===== src/shared/uart_pin_pkg.sv =====
// Constants for the serial line and modem handshake pin logic of one channel.
// Assumes a 32-bit AXI4-Lite register port; registers are eight bits wide in the low byte.
package uart_pin_pkg;
  // Register width and byte offsets on the register bus.
  localparam int REG_W = 8;
  localparam logic [7:0] ADDR_MODEM_CTRL = 8'h00;
  localparam logic [7:0] ADDR_MODEM_STAT = 8'h04;
  localparam logic [7:0] ADDR_FLOW_CTRL = 8'h08;
  localparam logic [7:0] ADDR_IRQ_STAT = 8'h0C;
  localparam logic [7:0] ADDR_IRQ_MASK = 8'h10;
  //////////////////////////////////////////////////////////////////////////////
  // Field positions in the modem control register.
  localparam int MC_TERM_READY = 0;
  localparam int MC_REQ_SEND = 1;
  localparam int MC_LOOP = 4;
  localparam int MC_INFRARED = 6;
  // Field positions in the modem status register.
  localparam int MS_DELTA_CTS = 0;
  localparam int MS_DELTA_DSR = 1;
  localparam int MS_CTS = 4;
  localparam int MS_DSR = 5;
  // Field positions in the flow control register.
  localparam int FC_AUTO_RTS = 0;
  localparam int FC_AUTO_CTS = 1;
  // Field position of the modem event in the interrupt status and mask registers.
  localparam int IRQ_MODEM = 0;
  //////////////////////////////////////////////////////////////////////////////
  // Values after reset.
  localparam logic [7:0] MODEM_CTRL_RST = 8'h00;
  localparam logic [7:0] FLOW_CTRL_RST = 8'h00;
  localparam logic [7:0] IRQ_MASK_RST = 8'h00;
  localparam logic PIN_IDLE_HIGH = 1'b1;
  // Bus response codes.
  localparam logic [1:0] RESP_OKAY = 2'h0;
  localparam logic [1:0] RESP_SLVERR = 2'h2;
  // Synchroniser depth for pin inputs.
  localparam int SYNC_STAGES = 2;
endpackage : uart_pin_pkg


===== src/hdl/pin_sync.sv =====
// Two-stage synchroniser for a group of asynchronous pin inputs.
// Assumes each bit is an independent level; no multi-bit coherence is given.
`timescale 1ns/10ps
module pin_sync #(
  parameter int WIDTH = 1,
  parameter logic RST_LEVEL = 1'b1
) (
  input wire logic clk_sys,
  input wire logic nrst,
  input wire logic ce,
  input wire logic [WIDTH-1:0] pin_async,
  output logic [WIDTH-1:0] pin_sync_out
);
  logic [WIDTH-1:0] meta_q;
  logic [WIDTH-1:0] stable_q;

  initial begin
    if (WIDTH < 1) begin
      $error("pin_sync needs at least one bit");
    end
  end

  // The first stage feeds only the second, so metastability cannot reach logic.
  always_ff @(posedge clk_sys or negedge nrst) begin
    if (!nrst) begin
      meta_q <= {WIDTH{RST_LEVEL}};
      stable_q <= {WIDTH{RST_LEVEL}};
    end else if (ce) begin
      meta_q <= pin_async;
      stable_q <= meta_q;
    end
  end

  assign pin_sync_out = stable_q;
endmodule : pin_sync


===== src/hdl/uart_modem_pins.sv =====
// Serial line and modem handshake pin logic of one UART channel, with an AXI4-Lite register port.
// Assumes the transmitter, receiver and receive FIFO run on clk_sys and drive their side directly.
//
// Summary of operation
// - Without infrared mode the transmit output rests high after reset and when idle.
// - With infrared mode the transmit output rests low.
// - Reset always comes up in ordinary asynchronous mode, never infrared.
// - Setting the request-to-send bit drives the active-low request output low.
// - Automatic flow control drives request-to-send from receive fill versus trigger level.
// - Request-to-send output is high after reset and while idle.
// - Loop mode forces request-to-send output inactive high.
// - Setting the terminal-ready bit drives the active-low terminal-ready output low.
// - Terminal-ready output is high after reset and while idle.
// - Loop mode holds terminal-ready output inactive high.
// - Clear-to-send status bit reads as inverse of its input pin, or as the request-to-send bit in loop mode.
// - Clear-to-send delta bit sets on any change since last status read.
// - Automatic flow control lets transmission proceed only while clear-to-send is active.
// - Data-set-ready status bit reads as inverse of its input pin, or as the terminal-ready bit in loop mode.
// - Data-set-ready delta bit sets on any change since last status read.
// - Each change of either mirrored bit raises the modem interrupt when enabled.
//
// The AXI4-Lite slave port and the address map were decided locally.
`timescale 1ns/10ps
module uart_modem_pins #(
  parameter int ADDR_W = 8,
  parameter int FILL_W = 7
) (
  input wire logic clk_sys,
  input wire logic nrst,
  input wire logic ce,
  // AXI4-Lite slave.
  input wire logic [ADDR_W-1:0] s_axi_awaddr,
  input wire logic [2:0] s_axi_awprot,
  input wire logic s_axi_awvalid,
  output logic s_axi_awready,
  input wire logic [31:0] s_axi_wdata,
  input wire logic [3:0] s_axi_wstrb,
  input wire logic s_axi_wvalid,
  output logic s_axi_wready,
  output logic [1:0] s_axi_bresp,
  output logic s_axi_bvalid,
  input wire logic s_axi_bready,
  input wire logic [ADDR_W-1:0] s_axi_araddr,
  input wire logic [2:0] s_axi_arprot,
  input wire logic s_axi_arvalid,
  output logic s_axi_arready,
  output logic [31:0] s_axi_rdata,
  output logic [1:0] s_axi_rresp,
  output logic s_axi_rvalid,
  input wire logic s_axi_rready,
  // Transmitter and receiver side on clk_sys.
  input wire logic tx_active,
  input wire logic tx_bit,
  output logic tx_permit,
  output logic rx_line,
  input wire logic [FILL_W-1:0] rx_fill,
  input wire logic [FILL_W-1:0] rx_trigger,
  // Pins.
  output logic tx_serial_out,
  input wire logic rx_serial_in,
  output logic rts_n,
  output logic dtr_n,
  input wire logic cts_n,
  input wire logic dsr_n,
  output logic irq
);
  logic [7:0] modem_ctrl_q;
  logic [7:0] fcr_q;
  logic [7:0] mask_q;
  logic istat_q;
  logic dcts_q;
  logic ddsr_q;
  logic cts_prev_q;
  logic dsr_prev_q;
  logic tx_q;
  logic rts_n_q;
  logic dtr_n_q;
  logic rx_line_q;
  logic bvalid_q;
  logic [1:0] bresp_q;
  logic rvalid_q;
  logic [1:0] rresp_q;
  logic [31:0] rdata_q;
  logic [2:0] pins_s;
  logic rx_s;
  logic cts_act;
  logic dsr_act;
  logic modem_change;
  logic wr_go;
  logic rd_go;
  logic wr_lane0;
  logic modem_stat_read;
  logic [7:0] modem_stat_val;
  logic [7:0] rd_val;

  initial begin
    if (ADDR_W < 8 || FILL_W < 1) begin
      $error("uart_modem_pins: ADDR_W must be at least 8 and FILL_W at least 1");
    end
  end

  // Tells whether a byte address hits one of the channel registers.
  function automatic logic reg_hit(input logic [ADDR_W-1:0] a);
    logic [7:0] b;
    b = a[7:0];
    reg_hit = (a[1:0] == 2'h0) && (a[ADDR_W-1:5] == '0) &&
      (b == uart_pin_pkg::ADDR_MODEM_CTRL || b == uart_pin_pkg::ADDR_MODEM_STAT ||
       b == uart_pin_pkg::ADDR_FLOW_CTRL || b == uart_pin_pkg::ADDR_IRQ_STAT ||
       b == uart_pin_pkg::ADDR_IRQ_MASK);
  endfunction : reg_hit

  //////////////////////////////////////////////////////////////////////////////
  // Pin inputs cross into clk_sys; the idle level is high so reset looks like an idle line.
  pin_sync #(
    .WIDTH(3),
    .RST_LEVEL(uart_pin_pkg::PIN_IDLE_HIGH)
  ) u_sync (
    .clk_sys(clk_sys),
    .nrst(nrst),
    .ce(ce),
    .pin_async({rx_serial_in, dsr_n, cts_n}),
    .pin_sync_out(pins_s)
  );
  assign rx_s = pins_s[2];

  // In loop mode the handshake outputs are fed back internally instead of the pins.
  assign cts_act = modem_ctrl_q[uart_pin_pkg::MC_LOOP] ? modem_ctrl_q[uart_pin_pkg::MC_REQ_SEND] :
    ~pins_s[0];
  assign dsr_act = modem_ctrl_q[uart_pin_pkg::MC_LOOP] ? modem_ctrl_q[uart_pin_pkg::MC_TERM_READY] :
    ~pins_s[1];
  assign modem_change = (cts_act != cts_prev_q) || (dsr_act != dsr_prev_q);

  //////////////////////////////////////////////////////////////////////////////
  // Bus handshake: one write and one read in flight; address and data are taken together.
  assign wr_go = s_axi_awvalid && s_axi_wvalid && !bvalid_q;
  assign rd_go = s_axi_arvalid && !rvalid_q;
  assign s_axi_awready = wr_go;
  assign s_axi_wready = wr_go;
  assign s_axi_arready = rd_go;
  assign wr_lane0 = wr_go && reg_hit(s_axi_awaddr) && s_axi_wstrb[0];
  assign modem_stat_read = rd_go && (s_axi_araddr[7:0] == uart_pin_pkg::ADDR_MODEM_STAT) && reg_hit(s_axi_araddr);

  // Write response one cycle after acceptance; unmapped addresses answer SLVERR.
  always_ff @(posedge clk_sys or negedge nrst) begin
    if (!nrst) begin
      bvalid_q <= 1'b0;
      bresp_q <= uart_pin_pkg::RESP_OKAY;
    end else if (ce) begin
      if (wr_go) begin
        bvalid_q <= 1'b1;
        bresp_q <= reg_hit(s_axi_awaddr) ? uart_pin_pkg::RESP_OKAY : uart_pin_pkg::RESP_SLVERR;
      end else if (s_axi_bready) begin
        bvalid_q <= 1'b0;
      end
    end
  end

  // Read data is captured at acceptance so it stays stable while rready is low.
  always_ff @(posedge clk_sys or negedge nrst) begin
    if (!nrst) begin
      rvalid_q <= 1'b0;
      rresp_q <= uart_pin_pkg::RESP_OKAY;
      rdata_q <= 32'h00000000;
    end else if (ce) begin
      if (rd_go) begin
        rvalid_q <= 1'b1;
        rresp_q <= reg_hit(s_axi_araddr) ? uart_pin_pkg::RESP_OKAY : uart_pin_pkg::RESP_SLVERR;
        rdata_q <= {24'h000000, reg_hit(s_axi_araddr) ? rd_val : 8'h00};
      end else if (s_axi_rready) begin
        rvalid_q <= 1'b0;
      end
    end
  end

  assign s_axi_bvalid = bvalid_q;
  assign s_axi_bresp = bresp_q;
  assign s_axi_rvalid = rvalid_q;
  assign s_axi_rresp = rresp_q;
  assign s_axi_rdata = rdata_q;

  // Modem status view; the current levels are shown live, the deltas from flops.
  always_comb begin
    modem_stat_val = 8'h00;
    modem_stat_val[uart_pin_pkg::MS_DELTA_CTS] = dcts_q;
    modem_stat_val[uart_pin_pkg::MS_DELTA_DSR] = ddsr_q;
    modem_stat_val[uart_pin_pkg::MS_CTS] = cts_act;
    modem_stat_val[uart_pin_pkg::MS_DSR] = dsr_act;
  end

  // Read multiplexer over the low address byte.
  always_comb begin
    case (s_axi_araddr[7:0])
      uart_pin_pkg::ADDR_MODEM_CTRL: rd_val = modem_ctrl_q;
      uart_pin_pkg::ADDR_MODEM_STAT: rd_val = modem_stat_val;
      uart_pin_pkg::ADDR_FLOW_CTRL: rd_val = fcr_q;
      uart_pin_pkg::ADDR_IRQ_STAT: rd_val = {7'h00, istat_q};
      uart_pin_pkg::ADDR_IRQ_MASK: rd_val = mask_q;
      default: rd_val = 8'h00;
    endcase
  end

  //////////////////////////////////////////////////////////////////////////////
  // Control registers; reset clears the infrared bit so a channel never wakes up in infrared.
  always_ff @(posedge clk_sys or negedge nrst) begin
    if (!nrst) begin
      modem_ctrl_q <= uart_pin_pkg::MODEM_CTRL_RST;
      fcr_q <= uart_pin_pkg::FLOW_CTRL_RST;
      mask_q <= uart_pin_pkg::IRQ_MASK_RST;
    end else if (ce && wr_lane0) begin
      case (s_axi_awaddr[7:0])
        uart_pin_pkg::ADDR_MODEM_CTRL: modem_ctrl_q <= s_axi_wdata[7:0];
        uart_pin_pkg::ADDR_FLOW_CTRL: fcr_q <= s_axi_wdata[7:0];
        uart_pin_pkg::ADDR_IRQ_MASK: mask_q <= s_axi_wdata[7:0];
        default: modem_ctrl_q <= modem_ctrl_q;
      endcase
    end
  end

  // Change tracking; a change in the same cycle as a status read survives the read.
  always_ff @(posedge clk_sys or negedge nrst) begin
    if (!nrst) begin
      cts_prev_q <= 1'b0;
      dsr_prev_q <= 1'b0;
      dcts_q <= 1'b0;
      ddsr_q <= 1'b0;
    end else if (ce) begin
      cts_prev_q <= cts_act;
      dsr_prev_q <= dsr_act;
      dcts_q <= (cts_act != cts_prev_q) || (dcts_q && !modem_stat_read);
      ddsr_q <= (dsr_act != dsr_prev_q) || (ddsr_q && !modem_stat_read);
    end
  end

  // Sticky modem event: cleared by writing one or by a status read, but a new change wins.
  always_ff @(posedge clk_sys or negedge nrst) begin
    if (!nrst) begin
      istat_q <= 1'b0;
    end else if (ce) begin
      if (modem_change) begin
        istat_q <= 1'b1;
      end else if (modem_stat_read) begin
        istat_q <= 1'b0;
      end else if (wr_lane0 && s_axi_awaddr[7:0] == uart_pin_pkg::ADDR_IRQ_STAT &&
                   s_axi_wdata[uart_pin_pkg::IRQ_MODEM]) begin
        istat_q <= 1'b0;
      end
    end
  end

  assign irq = istat_q && mask_q[uart_pin_pkg::IRQ_MODEM];

  //////////////////////////////////////////////////////////////////////////////
  // Handshake pin outputs are registered so they never glitch; loop mode parks the handshakes high.
  always_ff @(posedge clk_sys or negedge nrst) begin
    if (!nrst) begin
      rts_n_q <= uart_pin_pkg::PIN_IDLE_HIGH;
      dtr_n_q <= uart_pin_pkg::PIN_IDLE_HIGH;
    end else if (ce) begin
      if (modem_ctrl_q[uart_pin_pkg::MC_LOOP]) begin
        rts_n_q <= 1'b1;
        dtr_n_q <= 1'b1;
      end else begin
        if (fcr_q[uart_pin_pkg::FC_AUTO_RTS]) begin
          rts_n_q <= (rx_fill >= rx_trigger);
        end else begin
          rts_n_q <= ~modem_ctrl_q[uart_pin_pkg::MC_REQ_SEND];
        end
        dtr_n_q <= ~modem_ctrl_q[uart_pin_pkg::MC_TERM_READY];
      end
    end
  end

  // Transmit line: the idle level follows the mode; infrared pulses high for each zero bit.
  always_ff @(posedge clk_sys or negedge nrst) begin
    if (!nrst) begin
      tx_q <= uart_pin_pkg::PIN_IDLE_HIGH;
    end else if (ce) begin
      if (modem_ctrl_q[uart_pin_pkg::MC_INFRARED]) begin
        tx_q <= tx_active && !tx_bit && !modem_ctrl_q[uart_pin_pkg::MC_LOOP];
      end else begin
        tx_q <= !(tx_active && !modem_ctrl_q[uart_pin_pkg::MC_LOOP]) || tx_bit;
      end
    end
  end

  // Receive line to the receiver; the pin's idle level is the partner's duty.
  always_ff @(posedge clk_sys or negedge nrst) begin
    if (!nrst) begin
      rx_line_q <= uart_pin_pkg::PIN_IDLE_HIGH;
    end else if (ce) begin
      if (modem_ctrl_q[uart_pin_pkg::MC_LOOP]) begin
        rx_line_q <= modem_ctrl_q[uart_pin_pkg::MC_INFRARED] ? (tx_active && !tx_bit) : (!tx_active || tx_bit);
      end else begin
        rx_line_q <= rx_s;
      end
    end
  end

  assign tx_serial_out = tx_q;
  assign rts_n = rts_n_q;
  assign dtr_n = dtr_n_q;
  assign rx_line = rx_line_q;
  assign tx_permit = !fcr_q[uart_pin_pkg::FC_AUTO_CTS] || cts_act;

  //////////////////////////////////////////////////////////////////////////////
  // Checks on the pin and status behaviour.
  a_tx_idle_async: assert property (@(posedge clk_sys) disable iff (!nrst)
    ce && !modem_ctrl_q[uart_pin_pkg::MC_INFRARED] && !tx_active |=> tx_serial_out)
    else $error("transmit line not high while idle");
  a_tx_idle_infra: assert property (@(posedge clk_sys) disable iff (!nrst)
    ce && modem_ctrl_q[uart_pin_pkg::MC_INFRARED] && !tx_active |=> !tx_serial_out)
    else $error("transmit line not low while infrared idle");
  a_rts_loop_high: assert property (@(posedge clk_sys) disable iff (!nrst)
    ce && modem_ctrl_q[uart_pin_pkg::MC_LOOP] |=> rts_n && dtr_n)
    else $error("handshake outputs not parked in loop mode");
  a_rts_from_bit: assert property (@(posedge clk_sys) disable iff (!nrst)
    ce && !modem_ctrl_q[uart_pin_pkg::MC_LOOP] && !fcr_q[uart_pin_pkg::FC_AUTO_RTS] |=>
    rts_n == !$past(modem_ctrl_q[uart_pin_pkg::MC_REQ_SEND]))
    else $error("request output does not follow its control bit");
  a_rts_auto_fill: assert property (@(posedge clk_sys) disable iff (!nrst)
    ce && !modem_ctrl_q[uart_pin_pkg::MC_LOOP] && fcr_q[uart_pin_pkg::FC_AUTO_RTS] && rx_fill < rx_trigger
    |=> !rts_n)
    else $error("automatic request output not asserted below trigger");
  a_dtr_from_bit: assert property (@(posedge clk_sys) disable iff (!nrst)
    ce && !modem_ctrl_q[uart_pin_pkg::MC_LOOP] && modem_ctrl_q[uart_pin_pkg::MC_TERM_READY] |=> !dtr_n)
    else $error("terminal-ready output not driven low");
  // Checked against the raw pin two enabled edges back, so a broken synchroniser shows up.
  a_cts_mirror: assert property (@(posedge clk_sys) disable iff (!nrst)
    $past(ce) && $past(ce, 2) && $past(nrst, 2) && !modem_ctrl_q[uart_pin_pkg::MC_LOOP] |->
    modem_stat_val[uart_pin_pkg::MS_CTS] == !$past(cts_n, 2))
    else $error("clear-to-send status is not the inverted pin");
  a_dsr_delta_set: assert property (@(posedge clk_sys) disable iff (!nrst)
    ce && $past(ce) && $changed(dsr_act) |=> ddsr_q)
    else $error("data-set-ready delta not set after change");
  a_cts_delta_set: assert property (@(posedge clk_sys) disable iff (!nrst)
    ce && $past(ce) && $changed(cts_act) |=> dcts_q)
    else $error("clear-to-send delta not set after change");
  a_read_clears: assert property (@(posedge clk_sys) disable iff (!nrst)
    ce && modem_stat_read && !modem_change |=> !dcts_q && !ddsr_q && !istat_q)
    else $error("status read did not clear change indications");
  a_irq_on_change: assert property (@(posedge clk_sys) disable iff (!nrst)
    ce && modem_change && mask_q[uart_pin_pkg::IRQ_MODEM] ##1 !$changed(mask_q) |-> irq)
    else $error("modem change did not raise the interrupt");
  a_tx_permit: assert property (@(posedge clk_sys) disable iff (!nrst)
    $past(ce) && $past(ce, 2) && $past(nrst, 2) && fcr_q[uart_pin_pkg::FC_AUTO_CTS] &&
    !modem_ctrl_q[uart_pin_pkg::MC_LOOP] |-> tx_permit == !$past(cts_n, 2))
    else $error("transmit permit ignores clear-to-send");
  a_bus_answer: assert property (@(posedge clk_sys) disable iff (!nrst)
    ce && wr_go |=> s_axi_bvalid)
    else $error("write response missing one cycle after acceptance");
endmodule : uart_modem_pins


===== config.mk =====
export PLATFORM = sky130hd
export DESIGN_NAME = uart_modem_pins
export DESIGN_NICKNAME = d
export VERILOG_FILES = /design/src/shared/uart_pin_pkg.sv /design/src/hdl/pin_sync.sv /design/src/hdl/uart_modem_pins.sv
export SDC_FILE = /design/constraint.sdc
export NUM_CORES = 1
export LEC_CHECK = 0
export CORE_MARGIN = 2
export CORE_UTILIZATION = 65
export CTS_CLUSTER_SIZE = 8
export DETAILED_ROUTE_END_ITERATION = 12
export DONT_BUFFER_PORTS = 1
export PLACE_DENSITY = 0.87
export SLEW_MARGIN = 20
export SYNTH_ARGS = -nofsm -noshare
export SYNTH_HDL_FRONTEND = slang
export SYNTH_SLANG_ARGS = --single-unit

===== constraint.sdc =====
create_clock -name clk_sys -period 2.9 [get_ports clk_sys]
set_input_delay 0.29 -clock clk_sys [delete_from_list [all_inputs] [get_ports clk_sys]]
set_output_delay 0.29 -clock clk_sys [all_outputs]
set_load 0.03 [all_outputs]

==> insert_results.sql <==
INSERT INTO impl_metrics (metric_group, metric, value, unit) VALUES
('cells_and_area', 'most-common-layout-cells', 'sky130_fd_sc_hd__dfrtp_1 (41), sky130_fd_sc_hd__mux2_2 (32), sky130_fd_sc_hd__conb_1 (26)', ''),
('clock_network', 'clock_insertion_delay_worst_skew', '0.31', 'ns'),
('clock_network', 'cts_tree', 'yes', ''),
('setup_path', 'critical_path_arrival', '2.36', 'ns'),
('logic_synthesis', 'synthTopCellsByArea', 'sky130_fd_sc_hd__dfrtp_1 (36%), sky130_fd_sc_hd__mux2_2 (13%), sky130_fd_sc_hd__dfstp_2 (9.3%)', ''),
('clock_network', 'cts_setup_buffers', '0', ''),
('placement', 'post_dp_cell_area', '0.002780', 'mm2'),
('setup_path', 'critPathKind', 'reg -> reg', ''),
('placement', 'placement.io_buffers', '0', ''),
('timing', 'fin_setup_tns', '0', 'ns'),
('placement', 'detailed_place_hpwl', '4016', 'um'),
('global_route', 'grtUsageTotal', '22.85', '%'),
('cells_and_area', 'post_route_cells_drive_above_1_share', '22.85', '%'),
('clock_network', 'cts_htree_levels', '2', ''),
('timing', 'maxClockFrequency', '471.4', 'MHz'),
('die', 'core.rowCount', '23', ''),
('logic_synthesis', 'synth.largest_area_cell', 'sky130_fd_sc_hd__dfrtp_1', ''),
('logic_synthesis', 'ys_seq_elements', '51', ''),
('die', 'core_area', '0.004086', 'mm2'),
('timing', 'rsz0062_at_grt', 'false', ''),
('die', 'die_height', '69.90', 'um'),
('status', 'outcome', 'completed', ''),
('setup_path', 'crit_path_end_kind', 'flop', ''),
('cells_and_area', 'layout_commonest_cell', 'sky130_fd_sc_hd__dfrtp_1', ''),
('timing', 'min_period', '2.121', 'ns'),
('routing', 'vias', '1882', ''),
('setup_path', 'required', '3.14', 'ns'),
('logic_synthesis', 'post_synth_instance_area', '0.002823', 'mm2'),
('worst_hold_path', 'hp-class', 'in -> reg', ''),
('clock_network', 'max-clock-path-buffers', '2', ''),
('routing', 'number_of_antenna_violating_nets_in_the_routed_design', '0', ''),
('cells_and_area', 'fin_area', '0.002914', 'mm2'),
('die', 'die_w', '69.90', 'um'),
('job', 'maxCapViolations', '0', ''),
('setup_path', 'critical_path.startpoint_type', 'flop', ''),
('timing', 'setup_violations', '0', ''),
('clock_network', 'clockRootBuffer', 'sky130_fd_sc_hd__clkbuf_8', ''),
('cells_and_area', 'ant_cells', '0', ''),
('timing', 'timing.final.ws_setup', '0.7786', 'ns'),
('routing', 'drt_iter0_markers', '116', ''),
('global_route', 'grt_pass1_vias', '1866', ''),
('global_route', 'antenna_found_initial', '0', ''),
('logic_synthesis', 'synthCells', '262', ''),
('power_and_ir_drop', 'vdd_drop_max', '359.4', 'uV'),
('die', 'floorplan.die_area', '0.004886', 'mm2'),
('timing', 'report.final.hold_viol_count', '0', ''),
('cells_and_area', 'fin_nets', '358', ''),
('placement', 'routabilityCongestion', '0.8510', ''),
('routing', 'number_of_remaining_drc_errors', '0', ''),
('timing', 'timing.final.max_slew_violations', '0', ''),
('setup_path', 'rr_worst_depth', '5', ''),
('setup_path', 'worst-r2r-setup-slack', '0.78', 'ns'),
('power_and_ir_drop', 'powerDensity', '485.1', 'mW/mm2'),
('power_and_ir_drop', 'p_leak', '1.384', 'nW'),
('die', 'start_util', '69.08', '%'),
('worst_hold_path', 'worstHoldPathCells', '1', ''),
('placement', 'dp_slack', '0.8572', 'ns'),
('worst_hold_path', 'worstHoldEndpoint', 'rx_line', ''),
('setup_path', 'crit-reg2reg-launch', 's_axi_rvalid', ''),
('clock_network', 'path_clk_slew', '0.10', 'ns'),
('timing', 'worstMarginPinSlew', '0.6807', 'ns'),
('clock_network', 'tritoncts_buffers', '5', ''),
('worst_hold_path', 'hold_path_startpoint', 'ce', ''),
('routing', 'wl_per_cell', '17.38', 'um'),
('clock_network', 'tritoncts_num_sinks', '51', ''),
('routing', 'vias_per_cell', '5.937', ''),
('global_route', 'grt_start_max_net_pins', '52', ''),
('setup_path', 'r2r_end', 's_axi_rdata[2]', ''),
('logic_synthesis', 'netlist.area_leader.share', '36.35', '%'),
('global_route', 'grt_pass1_wl', '8721', 'um'),
('die', 'io-pin-count', '132', '');
[logic make-up (layout without fill, tap and decap cells)]
group,Yosys count,in the layout,share of synthesized area (%)
AOI/OAI and AO/OA,39,39,9.220
xor gates and xnor gates,2,2,0.6207
adders and majority gates,7,7,3.103
buffers and inverters,48,28,9.973
DFF,51,51,45.66
muxes,42,42,16.31
other,1,26,0.1329
and+or+nand+nor,72,72,14.98
[report_power, final]
group | internal (mW) | switching [mW] | total, mW
Sequential | 0.753 | 0.0482 | 0.801
Clock | 0.196 | 0.238 | 0.434
Combinational | 0.0621 | 0.117 | 0.179
Total | 1.01 | 0.403 | 1.41
[cells in the mapped netlist]
cell and n:
sky130_fd_sc_hd__ha_1 7, sky130_fd_sc_hd__and3_1 2, sky130_fd_sc_hd__nand2_1 25, sky130_fd_sc_hd__nand2b_1 2, sky130_fd_sc_hd__nand3_1 3, sky130_fd_sc_hd__nor3_1 3, sky130_fd_sc_hd__a32o_1 1, sky130_fd_sc_hd__dfrtp_1 41
sky130_fd_sc_hd__nand4bb_4 1, sky130_fd_sc_hd__or3_1 2, sky130_fd_sc_hd__a21boi_0 3, sky130_fd_sc_hd__o2111ai_1 1, sky130_fd_sc_hd__and2_1 3, sky130_fd_sc_hd__mux2i_1 10, sky130_fd_sc_hd__nor2_1 10, sky130_fd_sc_hd__buf_4 27
sky130_fd_sc_hd__xnor2_1 2, sky130_fd_sc_hd__dfstp_2 10, sky130_fd_sc_hd__a211o_1 1, sky130_fd_sc_hd__nor2b_1 8, sky130_fd_sc_hd__nor4_1 2, sky130_fd_sc_hd__nor4_4 1, sky130_fd_sc_hd__nand4b_4 1, sky130_fd_sc_hd__a21o_1 2
sky130_fd_sc_hd__inv_1 14, sky130_fd_sc_hd__o211ai_1 3, sky130_fd_sc_hd__a22oi_1 2, sky130_fd_sc_hd__a221o_1 1, sky130_fd_sc_hd__nand4_1 3, sky130_fd_sc_hd__or4b_1 1, sky130_fd_sc_hd__a32oi_1 1, sky130_fd_sc_hd__conb_1 1
sky130_fd_sc_hd__a22o_1 4, sky130_fd_sc_hd__o21a_1 1, sky130_fd_sc_hd__mux2_2 32, sky130_fd_sc_hd__clkbuf_1 7, sky130_fd_sc_hd__a21oi_1 5, sky130_fd_sc_hd__nor3_2 2, sky130_fd_sc_hd__a31oi_1 1, sky130_fd_sc_hd__or2_2 1
sky130_fd_sc_hd__nand3b_1 2, sky130_fd_sc_hd__o21ai_0 13
[layout make-up]
cell class | instances | area, um2
tap | 50 | 62.56
sequential | 51 | 1289
clock inverter | 2 | 13.76
timing repair buffer | 6 | 67.56
clock buffer | 6 | 82.58
inverter | 14 | 52.55
multi-input combinational | 188 | 1346
fill | 317 | 1172
[registers in the layout, summed over array words and instances (netlist names), 3 cells and up]
register and count:
u_sync.pin_sync_out 3, s_axi_rdata 8, fcr_q 8, modem_ctrl_q 8, u_sync.meta_q 3, mask_q 8
[per-stage QoR]
stage / std cells / total power, mW / util, %
2_1_floorplan: 287 / 0.9887 / -
3_3_place_gp: 307 / 0.9681 / 68.03
3_5_place_dp: 307 / 0.9745 / 68.03
4_1_cts: 317 / 1.418 / 71.31
5_1_grt: 317 / 1.477 / 71.31
6_report: 317 / 1.414 / 71.31
[how the worst max path moves through the flow]
stage / start / endpoint / slack [ns] / cells past startpoint
after global placement: s_axi_rvalid / istat_q / 0.90 / 5
after floorplan: s_axi_bvalid / mask_q[0] / 1.02 / 4
after global routing: s_axi_rvalid / s_axi_rdata[2] / 0.66 / 5
final: s_axi_rvalid / s_axi_rdata[2] / 0.78 / 5
after CTS: s_axi_rvalid / istat_q / 0.82 / 5
after detailed placement: s_axi_rvalid / istat_q / 0.86 / 5
[worst max-delay path, cell delays in order (launching register included)]
cell and delay, ns:
sky130_fd_sc_hd__dfrtp_1 0.52, sky130_fd_sc_hd__nand3b_1 0.53, sky130_fd_sc_hd__nor4_1 0.32, sky130_fd_sc_hd__buf_4 0.20, sky130_fd_sc_hd__and3_1 0.29, sky130_fd_sc_hd__a22o_1 0.18
[layer usage]
metal / track usage [%] / vias up / part of all wire [%]
met4: 9.402 / 0 / 1.6
met1: 28.12 / 912 / 41
li1: - / 870 / -
met3: 5.339 / 7 / 8.5
met5: 0 / - / 0
met2: 38.73 / 93 / 49
[repair_timing]
action / CTS / global route
endpoints found under the hold margin: 51 / 0
hold buffers: 2 / 0
setup endpoints to repair: 0 / 0
gates resized for setup: 0 / 0
Note: power is estimated with default switching activity, not from simulation.
